[config.mk]
export PLATFORM = sky130hd
export DESIGN_NAME = svs_seq
export DESIGN_NICKNAME = d
export VERILOG_FILES = /design/src/hw/svs_decode.v /design/src/hw/svs_pick.v /design/src/hw/svs_seq.v
export VERILOG_INCLUDE_DIRS = /design/src /design/src/hw
export SDC_FILE = /design/constraint.sdc
export NUM_CORES = 2
export LEC_CHECK = 0
export ABC_CLOCK_PERIOD_IN_PS = 5600
export BUFFER_PORTS_ARGS = -buffer_cell sky130_fd_sc_hd__buf_2
export CORE_ASPECT_RATIO = 0.6
export CORE_MARGIN = 10
export CORE_UTILIZATION = 59
export DETAILED_ROUTE_END_ITERATION = 8
export GPL_TIMING_DRIVEN = 0
export PLACE_DENSITY = 0.83
export REMOVE_ABC_BUFFERS = 1
export SYNTH_ARGS = -nofsm -noshare
export SYNTH_HDL_FRONTEND = slang
export SYNTH_SLANG_ARGS = --single-unit
[constraint.sdc]
create_clock -name sys_clk -period 5.6 [get_ports sys_clk]
set_input_delay 0.84 -clock sys_clk [delete_from_list [all_inputs] [get_ports sys_clk]]
set_output_delay 0.84 -clock sys_clk [all_outputs]
set_load 0.03 [all_outputs]
[src/hw/svs_map.vh]
`ifndef SVS_MAP_VH
`define SVS_MAP_VH
// Avalon byte offsets.
`define SVS_A_CTRL 5'h00
`define SVS_A_STATUS 5'h04
`define SVS_A_INSTR_HI 5'h08
`define SVS_A_INSTR_LO 5'h0c
`define SVS_A_COUNT 5'h10
`define SVS_A_FLAGS 5'h14
// Control and status bit positions.
`define SVS_CTRL_START 0
`define SVS_ST_BUSY 0
`define SVS_ST_DONE 1
`define SVS_ST_NOOP 2
// Instruction designator low bit positions, bit 0 of the word is leftmost.
`define SVS_F_LO 56
`define SVS_G_LO 48
`define SVS_X_LO 40
`define SVS_Y_LO 32
`define SVS_A_LO 24
`define SVS_B_LO 16
`define SVS_C_LO 8
`define SVS_Z_LO 0
// Suboperation bit n sits at index 7-n of the field.
`define SVS_G_PREC 7
`define SVS_G_MODE1 6
`define SVS_G_MODE2 5
`define SVS_G_BCA 4
`define SVS_G_BCB 3
`define SVS_G_SIGN_HI 2
// Opcode bit that marks the multiply and divide class.
`define SVS_F_MUL 3
`define SVS_OP_COMPRESS 8'h0f
// Designated register layout: length in [63:48], base in [47:0].
`define SVS_LEN_LO 48
// Memory access sizes.
`define SVS_SZ_64 2'h0
`define SVS_SZ_32 2'h1
`define SVS_SZ_BIT 2'h2
// Reset values and machine zero images.
`define SVS_INSTR_RST 64'h0000000000000000
`define SVS_MZ64 64'h0000000000000000
`define SVS_MZ32 32'h00000000
`endif

[src/hw/svs_decode.v]
`timescale 1ns/1ps
`include "svs_map.vh"
module svs_decode
(
   input wire [63:0] instr,
   output wire [7:0] f,
   output wire [7:0] g,
   output wire [7:0] dx,
   output wire [7:0] dy,
   output wire [7:0] da,
   output wire [7:0] db,
   output wire [7:0] dc,
   output wire [7:0] dz,
   output wire prec32,
   output wire [1:0] mode,
   output wire bca,
   output wire bcb,
   output wire [2:0] sign
);
   assign f = instr[`SVS_F_LO+7:`SVS_F_LO];
   assign g = instr[`SVS_G_LO+7:`SVS_G_LO];
   assign dx = instr[`SVS_X_LO+7:`SVS_X_LO];
   assign dy = instr[`SVS_Y_LO+7:`SVS_Y_LO];
   assign da = instr[`SVS_A_LO+7:`SVS_A_LO];
   assign db = instr[`SVS_B_LO+7:`SVS_B_LO];
   assign dc = instr[`SVS_C_LO+7:`SVS_C_LO];
   assign dz = instr[`SVS_Z_LO+7:`SVS_Z_LO];
   assign prec32 = g[`SVS_G_PREC];
   assign mode = {g[`SVS_G_MODE1], g[`SVS_G_MODE2]};
   assign bca = g[`SVS_G_BCA];
   assign bcb = g[`SVS_G_BCB];
   assign sign = g[`SVS_G_SIGN_HI:0];
endmodule // svs_decode

[src/hw/svs_pick.v]
`timescale 1ns/1ps
`include "svs_map.vh"
module svs_pick
(
   input wire [63:0] word,
   input wire [5:0] off,
   input wire [1:0] size,
   output reg [63:0] elem
);
   // Bit offset 0 is the leftmost bit of the word.
   always @*
   begin
      elem = 64'h0;
      case (size)
         `SVS_SZ_32: elem = {32'h0, off[5] ? word[31:0] : word[63:32]};
         `SVS_SZ_BIT: elem = {63'h0, word[6'h3f - off]};
         default: elem = word;
      endcase
   end
endmodule // svs_pick

[src/hw/svs_seq.v]
`timescale 1ns/1ps
`include "svs_map.vh"
module svs_seq #(
   parameter AW = 48,
   parameter LW = 16,
   parameter FLAG_W = 8
)
(
   input wire sys_clk,
   input wire rst_b,
   input wire ce,
   input wire [4:0] avs_address,
   input wire avs_read,
   input wire avs_write,
   input wire [31:0] avs_writedata,
   input wire [3:0] avs_byteenable,
   output reg [31:0] avs_readdata,
   output reg avs_waitrequest,
   output reg rf_req,
   output reg rf_we,
   output reg [7:0] rf_addr,
   output reg [LW-1:0] rf_wdata,
   input wire rf_ack,
   input wire [63:0] rf_rdata,
   output reg mem_req,
   output reg mem_we,
   output reg [1:0] mem_size,
   output reg [AW-1:0] mem_addr,
   output reg [63:0] mem_wdata,
   input wire mem_ack,
   input wire [63:0] mem_rdata,
   output reg ar_req,
   output reg [7:0] ar_op,
   output reg [2:0] ar_sign,
   output reg ar_prec32,
   output reg ar_x,
   output reg ar_y,
   output reg [63:0] ar_a,
   output reg [63:0] ar_b,
   input wire ar_ack,
   input wire [63:0] ar_res,
   input wire [FLAG_W-1:0] ar_flags,
   output reg busy
);
   localparam S_IDLE = 12'h001;
   localparam S_RF = 12'h002;
   localparam S_BA = 12'h004;
   localparam S_BB = 12'h008;
   localparam S_XB = 12'h010;
   localparam S_YB = 12'h020;
   localparam S_DA = 12'h040;
   localparam S_DB = 12'h080;
   localparam S_OP = 12'h100;
   localparam S_WD = 12'h200;
   localparam S_WZ = 12'h400;
   localparam S_LEN = 12'h800;

   reg [11:0] state;
   reg [63:0] instr;
   reg [2:0] rf_idx;
   reg [AW-1:0] xb, yb, zb, aptr, bptr, cptr;
   reg [LW-1:0] xlen, ylen, zlen, pos, cnt;
   reg xbit, ybit, done, noop;
   reg [63:0] aval, bval, res;
   reg [FLAG_W-1:0] flags, rflags;
   wire [7:0] f, g, dx, dy, da, db, dc, dz;
   wire prec32, bca, bcb;
   wire [1:0] mode;
   wire [2:0] sign;
   wire [63:0] picked;

   svs_decode u_dec
   (
      .instr(instr),
      .f(f),
      .g(g),
      .dx(dx),
      .dy(dy),
      .da(da),
      .db(db),
      .dc(dc),
      .dz(dz),
      .prec32(prec32),
      .mode(mode),
      .bca(bca),
      .bcb(bcb),
      .sign(sign)
   );

   svs_pick u_pick
   (
      .word(mem_rdata),
      .off(mem_addr[5:0]),
      .size(mem_size),
      .elem(picked)
   );

   function [31:0] merge_be;
      input [31:0] old_v;
      input [31:0] new_v;
      input [3:0] be;
      integer i;
      begin
         merge_be = old_v;
         for (i = 0; i < 4; i = i + 1)
            if (be[i])
               merge_be[i*8 +: 8] = new_v[i*8 +: 8];
      end
   endfunction

   function [AW-1:0] ext;
      input [LW-1:0] v;
      begin
         ext = {{(AW-LW){1'b0}}, v};
      end
   endfunction

   // Table of order combinations; mul picks the multiply/divide sense.
   function gen_bit;
      input [1:0] m;
      input mul;
      input x;
      input y;
      begin
         case (m)
            2'b00: gen_bit = mul ? (x & y) : (x | y);
            2'b01: gen_bit = mul ? (x | y) : (x & y);
            2'b10: gen_bit = x ^ y;
            default: gen_bit = x | ~y;
         endcase
      end
   endfunction

   wire cmp = (f == `SVS_OP_COMPRESS);
   wire gen = cmp ? xbit : gen_bit(mode, f[`SVS_F_MUL], xbit, ybit);
   wire [AW-1:0] esz = prec32 ? ext(16'd32) : ext(16'd64);
   wire [1:0] esize = prec32 ? `SVS_SZ_32 : `SVS_SZ_64;
   wire [63:0] mz = prec32 ? {32'h0, `SVS_MZ32} : `SVS_MZ64;
   wire acc = !avs_waitrequest && ce;
   wire wacc = acc && avs_write;
   wire start = wacc && avs_address == `SVS_A_CTRL && avs_byteenable[0]
                && avs_writedata[`SVS_CTRL_START] && !busy;
   wire stored = state == S_WD && mem_req && mem_ack && !cmp;
   wire [FLAG_W-1:0] flag_clr = (wacc && avs_address == `SVS_A_FLAGS)
                                ? avs_writedata[FLAG_W-1:0] : {FLAG_W{1'b0}};
   wire [FLAG_W-1:0] flag_set = stored ? rflags : {FLAG_W{1'b0}};
   wire [LW-1:0] pos_nx = pos + 16'd1;

   always @(posedge sys_clk or negedge rst_b)
   begin
      if (!rst_b)
      begin
         avs_readdata <= 32'h0;
         avs_waitrequest <= 1'b1;
         rf_req <= 1'b0;
         rf_we <= 1'b0;
         rf_addr <= 8'h0;
         rf_wdata <= {LW{1'b0}};
         mem_req <= 1'b0;
         mem_we <= 1'b0;
         mem_size <= `SVS_SZ_64;
         mem_addr <= {AW{1'b0}};
         mem_wdata <= 64'h0;
         ar_req <= 1'b0;
         ar_op <= 8'h0;
         ar_sign <= 3'h0;
         ar_prec32 <= 1'b0;
         ar_x <= 1'b0;
         ar_y <= 1'b0;
         ar_a <= 64'h0;
         ar_b <= 64'h0;
         busy <= 1'b0;
         state <= S_IDLE;
         instr <= `SVS_INSTR_RST;
         rf_idx <= 3'h0;
         xb <= {AW{1'b0}};
         yb <= {AW{1'b0}};
         zb <= {AW{1'b0}};
         aptr <= {AW{1'b0}};
         bptr <= {AW{1'b0}};
         cptr <= {AW{1'b0}};
         xlen <= {LW{1'b0}};
         ylen <= {LW{1'b0}};
         zlen <= {LW{1'b0}};
         pos <= {LW{1'b0}};
         cnt <= {LW{1'b0}};
         xbit <= 1'b0;
         ybit <= 1'b0;
         done <= 1'b0;
         noop <= 1'b0;
         aval <= 64'h0;
         bval <= 64'h0;
         res <= 64'h0;
         flags <= {FLAG_W{1'b0}};
         rflags <= {FLAG_W{1'b0}};
      end
      else if (ce)
      begin
         // One wait cycle per access keeps readdata a registered output.
         if ((avs_read || avs_write) && avs_waitrequest)
         begin
            avs_waitrequest <= 1'b0;
            case (avs_address)
               `SVS_A_STATUS: avs_readdata <= {29'h0, noop, done, busy};
               `SVS_A_INSTR_HI: avs_readdata <= instr[63:32];
               `SVS_A_INSTR_LO: avs_readdata <= instr[31:0];
               `SVS_A_COUNT: avs_readdata <= {{(32-LW){1'b0}}, cnt};
               `SVS_A_FLAGS: avs_readdata <= {{(32-FLAG_W){1'b0}}, flags};
               default: avs_readdata <= 32'h0;
            endcase
         end
         else
            avs_waitrequest <= 1'b1;
         // The instruction is frozen while a sequence runs.
         if (wacc && !busy && avs_address == `SVS_A_INSTR_HI)
            instr[63:32] <= merge_be(instr[63:32], avs_writedata, avs_byteenable);
         if (wacc && !busy && avs_address == `SVS_A_INSTR_LO)
            instr[31:0] <= merge_be(instr[31:0], avs_writedata, avs_byteenable);
         // A flag raised in the clearing cycle survives.
         flags <= (flags & ~flag_clr) | flag_set;
         case (state)
            S_IDLE:
            begin
               if (start)
               begin
                  done <= 1'b0;
                  cnt <= {LW{1'b0}};
                  pos <= {LW{1'b0}};
                  rf_idx <= 3'h0;
                  if (dz == 8'h0)
                  begin
                     noop <= 1'b1;
                     done <= 1'b1;
                  end
                  else
                  begin
                     noop <= 1'b0;
                     busy <= 1'b1;
                     state <= S_RF;
                  end
               end
            end
            S_RF:
            begin
               if (!rf_req)
               begin
                  rf_req <= 1'b1;
                  rf_we <= 1'b0;
                  case (rf_idx)
                     3'h0: rf_addr <= dz;
                     3'h1: rf_addr <= dx;
                     3'h2: rf_addr <= dy;
                     3'h3: rf_addr <= da;
                     3'h4: rf_addr <= db;
                     default: rf_addr <= dc;
                  endcase
               end
               else if (rf_ack)
               begin
                  rf_req <= 1'b0;
                  rf_idx <= rf_idx + 3'h1;
                  case (rf_idx)
                     3'h0:
                     begin
                        zb <= rf_rdata[AW-1:0];
                        zlen <= rf_rdata[`SVS_LEN_LO +: LW];
                        if (rf_rdata[`SVS_LEN_LO +: LW] == {LW{1'b0}})
                        begin
                           noop <= 1'b1;
                           done <= 1'b1;
                           busy <= 1'b0;
                           state <= S_IDLE;
                        end
                     end
                     3'h1:
                     begin
                        xb <= rf_rdata[AW-1:0];
                        xlen <= rf_rdata[`SVS_LEN_LO +: LW];
                     end
                     3'h2:
                     begin
                        yb <= rf_rdata[AW-1:0];
                        ylen <= rf_rdata[`SVS_LEN_LO +: LW];
                     end
                     3'h3: aptr <= rf_rdata[AW-1:0];
                     3'h4: bptr <= rf_rdata[AW-1:0];
                     default:
                     begin
                        cptr <= rf_rdata[AW-1:0];
                        state <= bca ? S_BA : (bcb && !cmp) ? S_BB : S_XB;
                     end
                  endcase
               end
            end
            S_BA, S_BB:
            begin
               // A broadcast value is fetched once and never advances.
               if (!mem_req)
               begin
                  mem_req <= 1'b1;
                  mem_we <= 1'b0;
                  mem_size <= esize;
                  mem_addr <= state == S_BA ? aptr : bptr;
               end
               else if (mem_ack)
               begin
                  mem_req <= 1'b0;
                  if (state == S_BA)
                  begin
                     aval <= picked;
                     state <= (bcb && !cmp) ? S_BB : S_XB;
                  end
                  else
                  begin
                     bval <= picked;
                     state <= S_XB;
                  end
               end
            end
            S_XB, S_YB:
            begin
               if ((state == S_XB ? pos >= xlen : (pos >= ylen || cmp)))
               begin
                  if (state == S_XB)
                     xbit <= 1'b0;
                  else
                     ybit <= 1'b0;
                  state <= state == S_XB ? S_YB : S_DA;
               end
               else if (!mem_req)
               begin
                  mem_req <= 1'b1;
                  mem_we <= 1'b0;
                  mem_size <= `SVS_SZ_BIT;
                  mem_addr <= (state == S_XB ? xb : yb) + ext(pos);
               end
               else if (mem_ack)
               begin
                  mem_req <= 1'b0;
                  if (state == S_XB)
                     xbit <= picked[0];
                  else
                     ybit <= picked[0];
                  state <= state == S_XB ? S_YB : S_DA;
               end
            end
            S_DA, S_DB:
            begin
               // Compress walks a dense source, so unless A is broadcast it reads A every position.
               if (state == S_DA ? (bca || !(xbit || cmp)) : (bcb || cmp || !ybit))
               begin
                  if (state == S_DA && !bca)
                     aval <= mz;
                  if (state == S_DB && !bcb)
                     bval <= mz;
                  state <= state == S_DA ? S_DB : S_OP;
               end
               else if (!mem_req)
               begin
                  mem_req <= 1'b1;
                  mem_we <= 1'b0;
                  mem_size <= esize;
                  mem_addr <= state == S_DA ? aptr : bptr;
               end
               else if (mem_ack)
               begin
                  mem_req <= 1'b0;
                  if (state == S_DA)
                  begin
                     aval <= picked;
                     aptr <= aptr + esz;
                     state <= S_DB;
                  end
                  else
                  begin
                     bval <= picked;
                     bptr <= bptr + esz;
                     state <= S_OP;
                  end
               end
            end
            S_OP:
            begin
               if (!gen)
                  state <= S_WZ;
               else if (cmp)
               begin
                  res <= aval;
                  state <= S_WD;
               end
               else if (!ar_req)
               begin
                  ar_req <= 1'b1;
                  ar_op <= f;
                  ar_sign <= sign;
                  ar_prec32 <= prec32;
                  ar_x <= xbit;
                  ar_y <= ybit;
                  ar_a <= aval;
                  ar_b <= bval;
               end
               else if (ar_ack)
               begin
                  ar_req <= 1'b0;
                  res <= ar_res;
                  rflags <= ar_flags;
                  state <= S_WD;
               end
            end
            S_WD:
            begin
               if (!mem_req)
               begin
                  mem_req <= 1'b1;
                  mem_we <= 1'b1;
                  mem_size <= esize;
                  mem_addr <= cptr;
                  mem_wdata <= res;
               end
               else if (mem_ack)
               begin
                  mem_req <= 1'b0;
                  mem_we <= 1'b0;
                  cptr <= cptr + esz;
                  cnt <= cnt + 16'd1;
                  state <= S_WZ;
               end
            end
            S_WZ:
            begin
               if (!mem_req)
               begin
                  mem_req <= 1'b1;
                  mem_we <= 1'b1;
                  mem_size <= `SVS_SZ_BIT;
                  mem_addr <= zb + ext(pos);
                  mem_wdata <= {63'h0, gen};
               end
               else if (mem_ack)
               begin
                  mem_req <= 1'b0;
                  mem_we <= 1'b0;
                  pos <= pos_nx;
                  state <= (pos_nx == zlen) ? S_LEN : S_XB;
               end
            end
            S_LEN:
            begin
               if (!rf_req)
               begin
                  rf_req <= 1'b1;
                  rf_we <= 1'b1;
                  rf_addr <= dc;
                  rf_wdata <= cnt;
               end
               else if (rf_ack)
               begin
                  rf_req <= 1'b0;
                  rf_we <= 1'b0;
                  done <= 1'b1;
                  busy <= 1'b0;
                  state <= S_IDLE;
               end
            end
            default: state <= S_IDLE;
         endcase
      end
   end
endmodule // svs_seq
==> results.py <==
metrics = {
    "route": {
        "vias_per_cell": 6.59,
        "wl_met1_um": 67400,
        "route.antenna.remaining_nets": 0,
        "routed_met2_length_um": 72600,
        "met3_wirelength_um": 22300,
        "maxUsedRoutingLayer": "met5",
        "dr_total_vias": 42650,
        "drt_first_iter_violations": 6271,
        "drt_drc_violations_left": 0,
        "postRouteWirelength_um": 170000,
        "dr.pass1.iters": 9,
        "routedWlPerCell_um": 26.3,
    },
    "worst_setup_path": {
        "timing.critical_path.fanout_max": 25,
        "reg2reg_from": "state[7]",
        "worst_r2r_path_depth": 15,
        "worst_ep_required_time_ns": 6.19,
        "critPathCapture": "mem_addr[34]",
        "setup.reg_to_reg.worst_slack_ns": 0.24,
        "critical_path.startpoint_type": "flip-flop",
        "reg2reg_to": "mem_addr[34]",
        "worst_setup_path_startpoint": "state[7]",
        "crit_path_end_kind": "flip-flop",
        "arrival_ns": 5.94,
        "crit_type": "reg -> reg",
    },
    "global_routing": {
        "initial_antenna_violation_count": 33,
        "grt_use_total_pct": 34.7,
        "via_count_of_the_first_global_routing_pass": 40639,
        "grt_max_degree": 129,
        "residual_overflow_from_global_routing": 0,
        "global_route_wire_length_before_repair_um": 255000,
    },
    "clocking": {
        "clock-root-buffer": "sky130_fd_sc_hd__clkbuf_16",
        "worst_setup_hold_path_clk_slew_ns": 0.07,
        "hold_buffers": 0,
        "cts_max_level": 3,
        "cts.sinks": 978,
        "clock_latency_ns": 0.71,
        "tritoncts": "done",
        "ctsLongestPathBuffers": 3,
        "numCtsBuffers": 90,
    },
    "sta": {
        "final.min_clock_period_ns": 5.36,
        "post-route-period-util_pct": 95.6,
        "final.setup_skew_ns": 0.0353,
        "setup_repair_after_global_routing_missed_its_margin": "no",
        "timing.final.hold_violations": 0,
        "slew_violations": 0,
        "report.final.setup_viol": 0,
        "fmaxAchievable_mhz": 187,
        "worstMarginPinSlew_ns": 1.40,
        "max-slew-margin-rel_pct": 5.85,
    },
    "yosys": {
        "ys_ff_latch": 978,
        "synth_compound_area_share_pct": 14.8,
        "asyncSetResetFlopFracSynth_pct": 100,
        "yosys.area_share.simple_pct": 14.2,
        "synthesis.area_um2": 48400,
        "syn-instance-count": 4871,
        "synth_sequential_area_ratio_pct": 50.6,
        "mux_cell_area_share_after_synthesis_pct": 13.9,
        "most_used_dff_post_synth": "sky130_fd_sc_hd__dfrtp_1",
        "main_combinational_cell_family_by_area_after_synthesis": "compound AO/OA/AOI/OAI gates",
        "synthAdderAreaFrac_pct": 1.93,
        "synthXorXnorAreaFrac_pct": 1.50,
        "number_of_enable_flip_flop_cells_after_synthesis": 0,
        "yosysWarningCount": 0,
        "syn-mean-instance-area_um2": 9.93,
        "yosysUniqueCellTypes": 83,
    },
    "min_path": {
        "timing.hold.worst.class": "in -> async",
    },
    "floorplanning": {
        "num_rows": 81,
        "ioPinCount": 568,
        "chipHeight_um": 242,
        "design.core.area_um2": 81400,
        "initial_core_util_pct": 59.4,
        "die_w_um": 390,
        "die-area_um2": 94200,
    },
    "pwr": {
        "power.ir.vdd_worst_mv": 0.279,
        "power_leakage_nw": 26.8,
        "power.share.combinational_pct": 22.5,
        "seq_power_share_pct": 44.3,
        "cellInternalPower_mw": 12.8,
        "report.power.total_mw": 19.7,
        "power_per_cell_area_nw_per_um2": 350,
        "sw_frac_of_total_pct": 34.7,
        "power.clock.fraction_pct": 33.2,
        "switching_power_mw": 6.84,
    },
    "placement": {
        "numPlacedInstances": 6267,
        "placed_cell_area_um2": 52800,
        "place_hpwl_um": 122000,
        "port_buffers": 567,
        "routabilityCongestion": 0.968,
    },
    "cells_and_area": {
        "layout.cells.non_filler": 6471,
        "fill_cells": 5899,
        "layout_commonest_cell": "sky130_fd_sc_hd__dfrtp_1",
        "finalInstanceArea_um2": 56200,
        "post_route_cells_drive_above_1_share_pct": 25.1,
        "syn_to_final_growth_pct": 16.1,
        "final_cell_mix": "sky130_fd_sc_hd__dfrtp_1, sky130_fd_sc_hd__nand2_1, sky130_fd_sc_hd__buf_2",
        "final_nets": 5613,
    },
    "status": {
        "result_of_the_run": "finished, final reports clean",
    },
    "flow_run": {
        "cap_viol_max_count": 0,
    },
}
## layer usage
metal / vias up / track usage (%)
met3: 526 / 11.2
met2: 2856 / 49.3
met5: - / 0
li1: 18266 / -
met4: 10 / 15.3
met1: 20992 / 48.3
## power groups by stage
stage / sequential [mW] / combinational [mW] / clock (mW)
after detailed placement: 8.78 / 4.20 / 0
after global placement: 8.74 / 3.89 / 0
after global routing: 8.80 / 4.73 / 6.84
after CTS: 8.66 / 4.27 / 6.54
final: 8.72 / 4.43 / 6.52
after floorplan: 8.83 / 2.13 / 0
## worst min path at each step
| stage | to | slack (ns) | cells after the start |
|---|---|---|---|
| CTS | ylen[5] | 0.1 | 1 |
| detailed placement | bval[49] | 0.46 | 2 |
| finish | ylen[5] | 0.09 | 1 |
| global route | ylen[5] | 0.13 | 1 |
| floorplan | bval[10] | 0.44 | 2 |
| global placement | mem_wdata[60] | 0.46 | 2 |
## repair_timing
| item | 4_1_cts | 5_1_grt |
|---|---|---|
| gates resized for setup | 7 | 3 |
| buffers inserted | 8 | 2 |
| hold endpoints to repair | 0 | 0 |
| gates cloned | 0 | 1 |
| pin swaps | 3 | 2 |
| endpoints found under the setup margin | 37 | 11 |
## area by class of cell
| type | instances | area [um^2] | area share (%) |
|---|---|---|---|
| multi-input cells | 3512 | 22700 | 40.4 |
| repair buffers | 641 | 4240 | 7.55 |
| flip-flops and latches | 978 | 24500 | 43.6 |
| well taps | 1079 | 1350 | 2.40 |
| diodes | 29 | 72.6 | 0.129 |
| inverters | 69 | 259 | 0.461 |
| clock inverters | 42 | 514 | 0.916 |
| clock buffers | 121 | 2560 | 4.56 |
## stage by stage
step	hold slack [ns]	util, %	TNS, ns	worst slack, ns
after floorplan	0.444	-	-1443.97	-6.70
after global placement	0.456	63.1	-	-17.43
after detailed placement	0.464	64.9	-29.92	-1.59
after CTS	0.0983	68.8	0	0.0508
after global routing	0.127	69.0	0	0.0215
final	0.0869	69.0	0	0.244
## worst max-delay path, stage by stage (launching register included)
cell,delay [ns]
sky130_fd_sc_hd__dfrtp_1,0.51
sky130_fd_sc_hd__nor4b_4,0.63
sky130_fd_sc_hd__and3_4,0.51
sky130_fd_sc_hd__buf_12,0.24
sky130_fd_sc_hd__nand2_1,0.07
sky130_fd_sc_hd__a31oi_1,0.33
sky130_fd_sc_hd__ha_1,0.31
sky130_fd_sc_hd__o21ai_0,0.16
sky130_fd_sc_hd__nor3_1,0.22
sky130_fd_sc_hd__a22oi_1,0.15
sky130_fd_sc_hd__o21ai_2,0.43
sky130_fd_sc_hd__nand4bb_2,0.55
sky130_fd_sc_hd__nor4b_1,0.48
sky130_fd_sc_hd__xnor2_1,0.19
sky130_fd_sc_hd__o21ai_1,0.10
sky130_fd_sc_hd__mux2_2,0.31
## Yosys cell counts, types with 62 or more instances
cell type                  count  share of area, %
sky130_fd_sc_hd__inv_1        69              0.54
sky130_fd_sc_hd__nand3_1     138               1.4
sky130_fd_sc_hd__clkbuf_1    250               1.9
sky130_fd_sc_hd__dfrtp_1     976                51
sky130_fd_sc_hd__a21oi_1     314               3.3
sky130_fd_sc_hd__nand4_1      62              0.80
sky130_fd_sc_hd__nor2_1      179               1.4
sky130_fd_sc_hd__nand2_1     946               7.3
sky130_fd_sc_hd__o21ai_0     494               5.1
sky130_fd_sc_hd__mux2_2      461                11
sky130_fd_sc_hd__mux2i_1     105               2.2
sky130_fd_sc_hd__ha_1         68               1.8
## kinds of logic after synthesis
group,Yosys count
simple gates,1557
compound gates,1212
flops,978
mux,587
buf+inv,382
xor+xnor,83
fa+ha+maj,72
## flip-flops by register name, summed over array words and instances (netlist names), 64 cells and up
register	cells
ar_a	64
ar_b	64
aval	64
bval	64
instr	64
mem_wdata	64
res	64
Note: power is estimated with default switching activity, not from simulation.
